===== src/common/zcl_pkg.sv =====
// zcl_pkg: register map, field positions and reset values of the zero-cross control block
package zcl_pkg;

  // register indices on the 8-bit register port
  localparam logic [7:0] ZCL_ADDR_CONTROL  = 8'h00;
  localparam logic [7:0] ZCL_ADDR_INT_EN   = 8'h01;
  localparam logic [7:0] ZCL_ADDR_INT_FLAG = 8'h02;
  localparam logic [7:0] ZCL_ADDR_INT_CTRL = 8'h03;

  // control register fields
  localparam int ZCL_CON_ENABLE = 7;
  localparam int ZCL_CON_LEVEL  = 5;
  localparam int ZCL_CON_POL    = 4;
  localparam int ZCL_CON_RISE   = 1;
  localparam int ZCL_CON_FALL   = 0;

  // interrupt enable and flag registers share this bit
  localparam int ZCL_INT_BIT = 4;

  // interrupt control register fields
  localparam int ZCL_ICTL_GLOBAL = 7;
  localparam int ZCL_ICTL_GROUP  = 6;

  // reset values
  localparam logic ZCL_RST_POL      = 1'b0;
  localparam logic ZCL_RST_RISE     = 1'b0;
  localparam logic ZCL_RST_FALL     = 1'b0;
  localparam logic ZCL_RST_INT_EN   = 1'b0;
  localparam logic ZCL_RST_INT_FLAG = 1'b0;
  localparam logic ZCL_RST_GLOBAL   = 1'b0;
  localparam logic ZCL_RST_GROUP    = 1'b0;
  localparam logic [7:0] ZCL_RD_NONE = 8'h00;

  // synchroniser depth in flip-flops
  localparam int ZCL_SYNC_STAGES = 2;

endpackage


===== src/logic/zcl_ctrl.sv =====
// zcl_ctrl: zero-cross detector control, logic output, edge interrupts and register port
//
// What this block does
// - enable set: stage active, pin taken over
// - enable clear: pin follows selection and direction
// - level bit shows sink or source by polarity
// - polarity one inverts the logic output
// - rising edge sets flag when enabled
// - falling edge sets flag when enabled
// - current stage and interrupts run in sleep
// - fuse zero: active straight out of reset
// - fuse one: inactive until software enables
// - bits 6, 3, 2 read zero, ignore writes
// - logic output offered to logic cells
// - changing polarity raises the flag
// - edge during flag clear keeps flag set
// - interrupt needs flag, enable, group, global
//
// The placing of the registers and the address-and-strobe port are this design's own decisions.
`timescale 1ns/1ns
module zcl_ctrl
  import zcl_pkg::*;
(
  input  wire logic       ref_clk,
  input  wire logic       nrst,
  input  wire logic [7:0] regAddr,
  input  wire logic [7:0] regWdata,
  input  wire logic       regWrite,
  input  wire logic       regRead,
  output logic      [7:0] regRdata,
  input  wire logic       sinkActive,
  input  wire logic       porDisableFuse,
  input  wire logic       pinSelData,
  input  wire logic       pinDirInput,
  output logic            padDataOut,
  output logic            padOe,
  output logic            currentStageEn,
  output logic            zcLogicOutput,
  output logic            zcIrq
);

  // ------------------------------------------------------------------
  // helpers
  // ------------------------------------------------------------------

  // one write or read strobe aimed at one register
  function automatic logic hit(input logic strobe,
                               input logic [7:0] addr,
                               input logic [7:0] target);
    hit = strobe && (addr == target);
  endfunction

  // edge qualifier: old and new sample against the wanted direction
  function automatic logic edgeSeen(input logic oldVal,
                                    input logic newVal,
                                    input logic rising);
    edgeSeen = rising ? (!oldVal && newVal) : (oldVal && !newVal);
  endfunction

  // ------------------------------------------------------------------
  // state
  // ------------------------------------------------------------------

  logic       zcEnable;
  logic       zcPolarity;
  logic       zcRiseIntEn;
  logic       zcFallIntEn;
  logic       zcIntEnable;
  logic       zcIntFlag;
  logic       globalIntEn;
  logic       groupIntEn;
  logic       zcLevel;
  logic       zcLevelPrev;
  logic       sinkSync;

  // ------------------------------------------------------------------
  // decode of the register port
  // ------------------------------------------------------------------

  wire logic wrControl;
  wire logic wrIntEn;
  wire logic wrIntFlag;
  wire logic wrIntCtrl;
  wire logic rdControl;
  wire logic rdIntEn;
  wire logic rdIntFlag;
  wire logic rdIntCtrl;

  assign wrControl = hit(regWrite, regAddr, ZCL_ADDR_CONTROL);
  assign wrIntEn   = hit(regWrite, regAddr, ZCL_ADDR_INT_EN);
  assign wrIntFlag = hit(regWrite, regAddr, ZCL_ADDR_INT_FLAG);
  assign wrIntCtrl = hit(regWrite, regAddr, ZCL_ADDR_INT_CTRL);
  assign rdControl = hit(regRead, regAddr, ZCL_ADDR_CONTROL);
  assign rdIntEn   = hit(regRead, regAddr, ZCL_ADDR_INT_EN);
  assign rdIntFlag = hit(regRead, regAddr, ZCL_ADDR_INT_FLAG);
  assign rdIntCtrl = hit(regRead, regAddr, ZCL_ADDR_INT_CTRL);

  // ------------------------------------------------------------------
  // analogue indication into the clock domain
  // ------------------------------------------------------------------

  // the comparator switches at any time, so it is never used raw
  zcl_sync u_sinkSync (
    .ref_clk (ref_clk),
    .nrst    (nrst),
    .asyncIn (sinkActive),
    .syncOut (sinkSync)
  );

  // ------------------------------------------------------------------
  // logic output and its edges
  // ------------------------------------------------------------------

  wire logic next_zcLevel;
  wire logic riseEdge;
  wire logic fallEdge;
  wire logic riseEvent;
  wire logic fallEvent;

  // polarity applied after the synchroniser
  assign next_zcLevel = sinkSync ^ zcPolarity;

  // edges come from successive registered samples of the output
  assign riseEdge  = edgeSeen(zcLevelPrev, zcLevel, 1'b1);
  assign fallEdge  = edgeSeen(zcLevelPrev, zcLevel, 1'b0);
  assign riseEvent = riseEdge && zcRiseIntEn;
  assign fallEvent = fallEdge && zcFallIntEn;

  // level and its previous sample have no reset; they follow the synchroniser, which reset holds low,
  // so an edge can appear after release; nothing gates them in sleep
  always_ff @(posedge ref_clk) begin
    zcLevel     <= next_zcLevel;
    zcLevelPrev <= zcLevel;
  end

  // ------------------------------------------------------------------
  // control register
  // ------------------------------------------------------------------

  wire logic polChange;
  wire logic next_zcEnable;
  wire logic next_zcPolarity;
  wire logic next_zcRiseIntEn;
  wire logic next_zcFallIntEn;

  // a write that flips polarity is an event even with the stage off
  assign polChange = wrControl && (regWdata[ZCL_CON_POL] != zcPolarity);

  // only the implemented bits take write data; 6, 5, 3, 2 are dropped
  assign next_zcEnable    = wrControl ? regWdata[ZCL_CON_ENABLE] : zcEnable;
  assign next_zcPolarity  = wrControl ? regWdata[ZCL_CON_POL]    : zcPolarity;
  assign next_zcRiseIntEn = wrControl ? regWdata[ZCL_CON_RISE]   : zcRiseIntEn;
  assign next_zcFallIntEn = wrControl ? regWdata[ZCL_CON_FALL]   : zcFallIntEn;

  // enable resets from the fuse; reset is synchronous so sampling it is safe
  always_ff @(posedge ref_clk) begin
    if (!nrst) begin
      zcEnable    <= !porDisableFuse;
      zcPolarity  <= ZCL_RST_POL;
      zcRiseIntEn <= ZCL_RST_RISE;
      zcFallIntEn <= ZCL_RST_FALL;
    end else begin
      zcEnable    <= next_zcEnable;
      zcPolarity  <= next_zcPolarity;
      zcRiseIntEn <= next_zcRiseIntEn;
      zcFallIntEn <= next_zcFallIntEn;
    end
  end

  // ------------------------------------------------------------------
  // interrupt flag, enables and request
  // ------------------------------------------------------------------

  wire logic flagSet;
  wire logic flagClear;
  wire logic next_zcIntFlag;
  wire logic next_zcIntEnable;
  wire logic next_globalIntEn;
  wire logic next_groupIntEn;

  // any qualified edge or a polarity flip sets the sticky flag
  assign flagSet   = riseEvent || fallEvent || polChange;
  // write one to clear; writing zero leaves it alone
  assign flagClear = wrIntFlag && regWdata[ZCL_INT_BIT];

  // set beats clear so an edge during service is not lost
  assign next_zcIntFlag = flagSet || (zcIntFlag && !flagClear);

  assign next_zcIntEnable = wrIntEn   ? regWdata[ZCL_INT_BIT]     : zcIntEnable;
  assign next_globalIntEn = wrIntCtrl ? regWdata[ZCL_ICTL_GLOBAL] : globalIntEn;
  assign next_groupIntEn  = wrIntCtrl ? regWdata[ZCL_ICTL_GROUP]  : groupIntEn;

  // flag and enables
  always_ff @(posedge ref_clk) begin
    if (!nrst) begin
      zcIntFlag   <= ZCL_RST_INT_FLAG;
      zcIntEnable <= ZCL_RST_INT_EN;
      globalIntEn <= ZCL_RST_GLOBAL;
      groupIntEn  <= ZCL_RST_GROUP;
    end else begin
      zcIntFlag   <= next_zcIntFlag;
      zcIntEnable <= next_zcIntEnable;
      globalIntEn <= next_globalIntEn;
      groupIntEn  <= next_groupIntEn;
    end
  end

  // level request: all four terms must be set
  assign zcIrq = zcIntFlag && zcIntEnable && groupIntEn && globalIntEn;

  // ------------------------------------------------------------------
  // pin ownership and outward signals
  // ------------------------------------------------------------------

  wire logic next_padOe;
  wire logic next_padDataOut;

  // enabled stage owns the pin, so the digital driver stays off
  // disabled: direction control and selected data decide
  assign next_padOe      = !zcEnable && !pinDirInput;
  assign next_padDataOut = pinSelData;

  // registered pad controls; one cycle behind their sources
  always_ff @(posedge ref_clk) begin
    if (!nrst) begin
      padOe      <= 1'b0;
      padDataOut <= 1'b0;
    end else begin
      padOe      <= next_padOe;
      padDataOut <= next_padDataOut;
    end
  end

  // analogue current stage runs straight from the enable bit
  assign currentStageEn = zcEnable;

  // logic output goes to the configurable logic cells
  assign zcLogicOutput = zcLevel;

  // ------------------------------------------------------------------
  // read data, one cycle after the strobe
  // ------------------------------------------------------------------

  logic [7:0] rdControlWord;
  logic [7:0] rdIntEnWord;
  logic [7:0] rdIntFlagWord;
  logic [7:0] rdIntCtrlWord;
  logic [7:0] next_regRdata;

  // control word: unimplemented bits stay zero
  always_comb begin
    rdControlWord                 = ZCL_RD_NONE;
    rdControlWord[ZCL_CON_ENABLE] = zcEnable;
    rdControlWord[ZCL_CON_LEVEL]  = zcLevel;
    rdControlWord[ZCL_CON_POL]    = zcPolarity;
    rdControlWord[ZCL_CON_RISE]   = zcRiseIntEn;
    rdControlWord[ZCL_CON_FALL]   = zcFallIntEn;
  end

  // interrupt enable, flag and control bits sit in their documented lanes
  always_comb begin
    rdIntEnWord                   = ZCL_RD_NONE;
    rdIntEnWord[ZCL_INT_BIT]      = zcIntEnable;
    rdIntFlagWord                 = ZCL_RD_NONE;
    rdIntFlagWord[ZCL_INT_BIT]    = zcIntFlag;
    rdIntCtrlWord                 = ZCL_RD_NONE;
    rdIntCtrlWord[ZCL_ICTL_GLOBAL] = globalIntEn;
    rdIntCtrlWord[ZCL_ICTL_GROUP]  = groupIntEn;
  end

  // unmapped reads and idle cycles return zero
  assign next_regRdata = rdControl ? rdControlWord :
                         rdIntEn   ? rdIntEnWord   :
                         rdIntFlag ? rdIntFlagWord :
                         rdIntCtrl ? rdIntCtrlWord :
                                     ZCL_RD_NONE;

  // read data stands for exactly the cycle after the strobe
  always_ff @(posedge ref_clk) begin
    if (!nrst) begin
      regRdata <= ZCL_RD_NONE;
    end else begin
      regRdata <= next_regRdata;
    end
  end

endmodule


===== src/logic/zcl_sync.sv =====
// zcl_sync: two flip-flop synchroniser for the analogue sink-active level
`timescale 1ns/1ns
module zcl_sync
  import zcl_pkg::*;
(
  input  wire logic ref_clk,
  input  wire logic nrst,
  input  wire logic asyncIn,
  output logic      syncOut
);

  logic stageOne;

  // first stage feeds only the second; nothing else may look at it
  always_ff @(posedge ref_clk) begin
    if (!nrst) begin
      stageOne <= 1'b0;
      syncOut  <= 1'b0;
    end else begin
      stageOne <= asyncIn;
      syncOut  <= stageOne;
    end
  end

endmodule


===== config.mk =====
export PLATFORM = sky130hd
export DESIGN_NAME = zcl_ctrl
export DESIGN_NICKNAME = d
export VERILOG_FILES = /design/src/common/zcl_pkg.sv /design/src/logic/zcl_ctrl.sv /design/src/logic/zcl_sync.sv
export SDC_FILE = /design/constraint.sdc
export NUM_CORES = 1
export LEC_CHECK = 0
export ABC_CLOCK_PERIOD_IN_PS = 1400
export BUFFER_PORTS_ARGS = -buffer_cell sky130_fd_sc_hd__buf_2
export CORE_MARGIN = 2
export CORE_UTILIZATION = 43
export CTS_BUF_LIST = sky130_fd_sc_hd__clkbuf_2
export DETAILED_ROUTE_END_ITERATION = 12
export PLACE_DENSITY = 0.77
export SYNTH_ARGS = -nofsm -noshare
export SYNTH_HDL_FRONTEND = slang
export SYNTH_SLANG_ARGS = --single-unit

===== constraint.sdc =====
create_clock -name ref_clk -period 1.4 [get_ports ref_clk]
set_clock_uncertainty 0.15 [all_clocks]
set_input_delay 0.14 -clock ref_clk [delete_from_list [all_inputs] [get_ports ref_clk]]
set_output_delay 0.14 -clock ref_clk [all_outputs]
set_load 0.05 [all_outputs]

==> flow_summary_export.csv <==
group,metric,value,unit
status,status,"finished, final reports clean",
logic_synthesis,ys_types,31,
clock_network,cts-root-buf,"clkbuf_2",
setup_path,cp_top_family,"buffers and inverters",
finish,area_growth,54.9,%
setup_path,setup.worst_path.start_class,"input port",
clock_network,numCtsBuffers,3,
floorplan,die_x,47.9,um
floorplan,dieArea,0.00229,mm^2
global_routing,grt_max_degree,12,
finish,antennaDiodeCount,0,
hold_path,holdPathStages,5,
detailed_routing,dr.pass1.iters,4,
sta,setup_ws,0.0257,ns
placement,dp_hpwl,1.41,mm
logic_synthesis,seq_area_frac_synth,0.496,
run,maxCapViolCount,0,
logic_synthesis,muxShareOfSynthArea,0.0121,
sta,period_minus_slack,1.37,ns
finish,layout_common_cells,"buf_2, dlygate4sd3_1, dfxtp_1",
power,swShare,0.281,
setup_path,critPathRequiredTime,1.48,ns
setup_path,path_max_fanout,1,
finish,final_common_cell,"buf_2",
sta,whs,0.0588,ns
power,seqPwrFrac,0.585,
power,comb_power_share,0.175,
clock_network,cts_sinks,20,
global_routing,grt_pass1_vias,766,
floorplan,core_area,0.00176,mm^2
setup_path,reg2reg_depth,2,
logic_synthesis,synthSimpleGateAreaFrac,0.268,
placement,gp_congestion,0.806,
detailed_routing,postRouteAntennaNets,0,
setup_path,cp_slowest_stage_delay,0.54,ns
logic_synthesis,synth-xor-area-share,0.0212,
detailed_routing,drc,0,
logic_synthesis,synth_top_area_frac,0.460,
logic_synthesis,synth-compound-area-share,0.147,
finish,design_area,0.00128,mm^2
placement,pre_cts_slack,-0.122,ns
detailed_routing,totalWireLength,2.18,mm
sta,min_period_over_period,0.982,
finish,fin_util,0.726,
sta,max_freq,0.728,GHz
finish,drive_gt1_frac,0.387,
floorplan,die_h,47.9,um
floorplan,start_util,0.469,
setup_path,crit_buf_inv,3,
placement,portBuffers,31,
power,powerDensity,790,mW/mm^2
power,leakage,0.559,nW
logic_synthesis,ys_ff_latch,20,
clock_network,cts.htree.levels,1,
logic_synthesis,synthTopCellsByArea,"dfxtp_1, nand4_1, a21oi_1, edfxtp_1, o41ai_1",
placement,post_dp_cell_area,0.00106,mm^2
logic_synthesis,synth_top_family_by_area,"simple AND/OR/NAND/NOR gates",
detailed_routing,routedWlPerCell,13.0,um
detailed_routing,vias_per_cell,5.19,
detailed_routing,drt_first_iter_violations,22,
clock_network,clock_path_buffers,2,
setup_path,crit_chain,"dlygate4sd3_1 -> buf_2 -> and2_1 -> dlygate4sd3_1",
sta,setup_viol,0,
global_routing,antenna_found_initial,0,
logic_synthesis,synth_area,827,um^2
finish,final_nets,167,
logic_synthesis,synthCells,87,
setup_path,crit_path_end_kind,"flip-flop",
global_routing,grt_pass1_wl,3.36,mm
power,internal_power,0.728,mW
setup_path,critPathArrivalTime,1.46,ns
sta,rsz0062_at_grt,"yes",
clock_network,cts_tree,"built",
finish,instances_no_fill,167,
sta,hold_viol,0,
power,ir_worst_vdd,0.000684,V
floorplan,ios,37,
setup_path,path_class,"input port to flip-flop",
setup_path,cpMostUsedCell,"dlygate4sd3_1",
logic_synthesis,yosysWarnings,0,
sta,slew_viol_final,0,
global_routing,overflow,0,
hold_path,hold_path_class,"input port to flip-flop",
placement,placedCellCount,144,
finish,nFillCells,136,
logic_synthesis,avgSynthCellArea,9.51,um^2
power,p_clk_frac,0.240,
logic_synthesis,synth_top_area_cell,"dfxtp_1",
floorplan,rows,15,
logic_synthesis,synthAdderAreaFrac,0,
power,p_switching,0.284,mW
setup_path,slowest_stage,"dlygate4sd3_1",
global_routing,grt_usage,0.217,
setup_path,critical_path_depth,4,
detailed_routing,dr_total_vias,866,
clock_network,clk_latency,0.32,ns
clock_network,clk_pin_slew,0.19,ns
-- cell usage after synthesis --
| cell | count |
|---|---|
| nand3b_1 | 3 |
| and3_1 | 4 |
| edfxtp_1 | 1 |
| a21oi_1 | 7 |
| and4_1 | 2 |
| inv_1 | 1 |
| nor4_1 | 1 |
| o41ai_1 | 3 |
| clkbuf_1 | 4 |
| and2_1 | 4 |
| nand2_1 | 3 |
| a31oi_1 | 1 |
| mux2i_1 | 1 |
| o21a_1 | 2 |
| or3b_2 | 1 |
| nor3b_2 | 1 |
| nor2b_1 | 1 |
| nand3_1 | 1 |
| o31ai_1 | 3 |
| buf_2 | 1 |
| clkinv_1 | 1 |
| buf_4 | 2 |
| conb_1 | 1 |
| a31o_2 | 1 |
| nor2_1 | 5 |
| xor2_1 | 2 |
| or4_1 | 1 |
| nor3_1 | 1 |
| dfxtp_1 | 19 |
| nand4_1 | 8 |
| a22oi_1 | 1 |
-- through the flow --
step | TNS (ns) | total power, mW
after global placement | -0.376 | 0.738
final | 0 | 1.01
after detailed placement | -0.507 | 0.741
after floorplan | 0 | 0.686
after global routing | -0.00507 | 1.06
after CTS | 0 | 1.00
-- routing by layer --
metal  GRT usage  vias to the layer above  part of all wire
met3      0.0491                        6             0.068
met2       0.325                       36              0.46
met5           0                        -                 0
met1       0.277                      393              0.44
met4       0.141                        0             0.029
li1            -                      431                 -
-- worst min-delay path, cell delays in order --
cell,delay [ns]
buf_2,0.09
buf_4,0.10
nor3b_2,0.06
nand4_1,0.09
a21oi_1,0.06
-- final timing paths --
| kind | from | to | slack [ns] |
|---|---|---|---|
| max | sinkActive | u_sinkSync.stageOne | 0.03 |
| min | regAddr[2] | groupIntEn | 0.06 |
| max reg2reg | u_sinkSync.stageOne | u_sinkSync.syncOut | 0.15 |
| min reg2reg | zcLogicOutput | zcLevelPrev | 0.27 |
-- sequential cells by signal, summed over array words and instances (netlist names) --
| name | count |
|---|---|
| currentStageEn | 1 |
| globalIntEn | 1 |
| groupIntEn | 1 |
| padDataOut | 1 |
| padOe | 1 |
| regRdata | 6 |
| u_sinkSync.stageOne | 1 |
| u_sinkSync.syncOut | 1 |
| zcFallIntEn | 1 |
| zcIntEnable | 1 |
| zcIntFlag | 1 |
| zcLevelPrev | 1 |
| zcLogicOutput | 1 |
| zcPolarity | 1 |
| zcRiseIntEn | 1 |
-- layout make-up --
| class | instances | area, um^2 | share of cell area |
|---|---|---|---|
| sequential | 20 | 415 | 0.324 |
| multi-input combinational | 59 | 409 | 0.319 |
| inverter | 2 | 7.51 | 0.00586 |
| clock inverter | 1 | 3.75 | 0.00293 |
| tap | 25 | 31.3 | 0.0244 |
| timing repair buffer | 57 | 399 | 0.312 |
| clock buffer | 3 | 15.0 | 0.0117 |
-- repair_timing --
item	in CTS	in global routing
hold buffers	16	2
resized for setup	1	6
buffers inserted	0	2
cloned	0	0
pin swaps	0	1
setup endpoints to repair	1	2
endpoints found under the hold margin	14	2
-- power by group through the flow --
stage,sequential [mW],clock (mW),combinational [mW]
after global placement,0.603,0,0.135
after detailed placement,0.603,0,0.137
after floorplan,0.627,0,0.0592
final,0.592,0.243,0.177
after CTS,0.592,0.240,0.171
after global routing,0.594,0.273,0.190
-- cell families after synthesis --
kind of cell,count (synthesis)
other,1
XOR/XNOR,2
multiplexers,1
buffers and inverters,9
AO/OA/AOI/OAI,18
flip-flops,20
AND/OR/NAND/NOR,36
No activity file was read; power rests on OpenSTA's default activity.
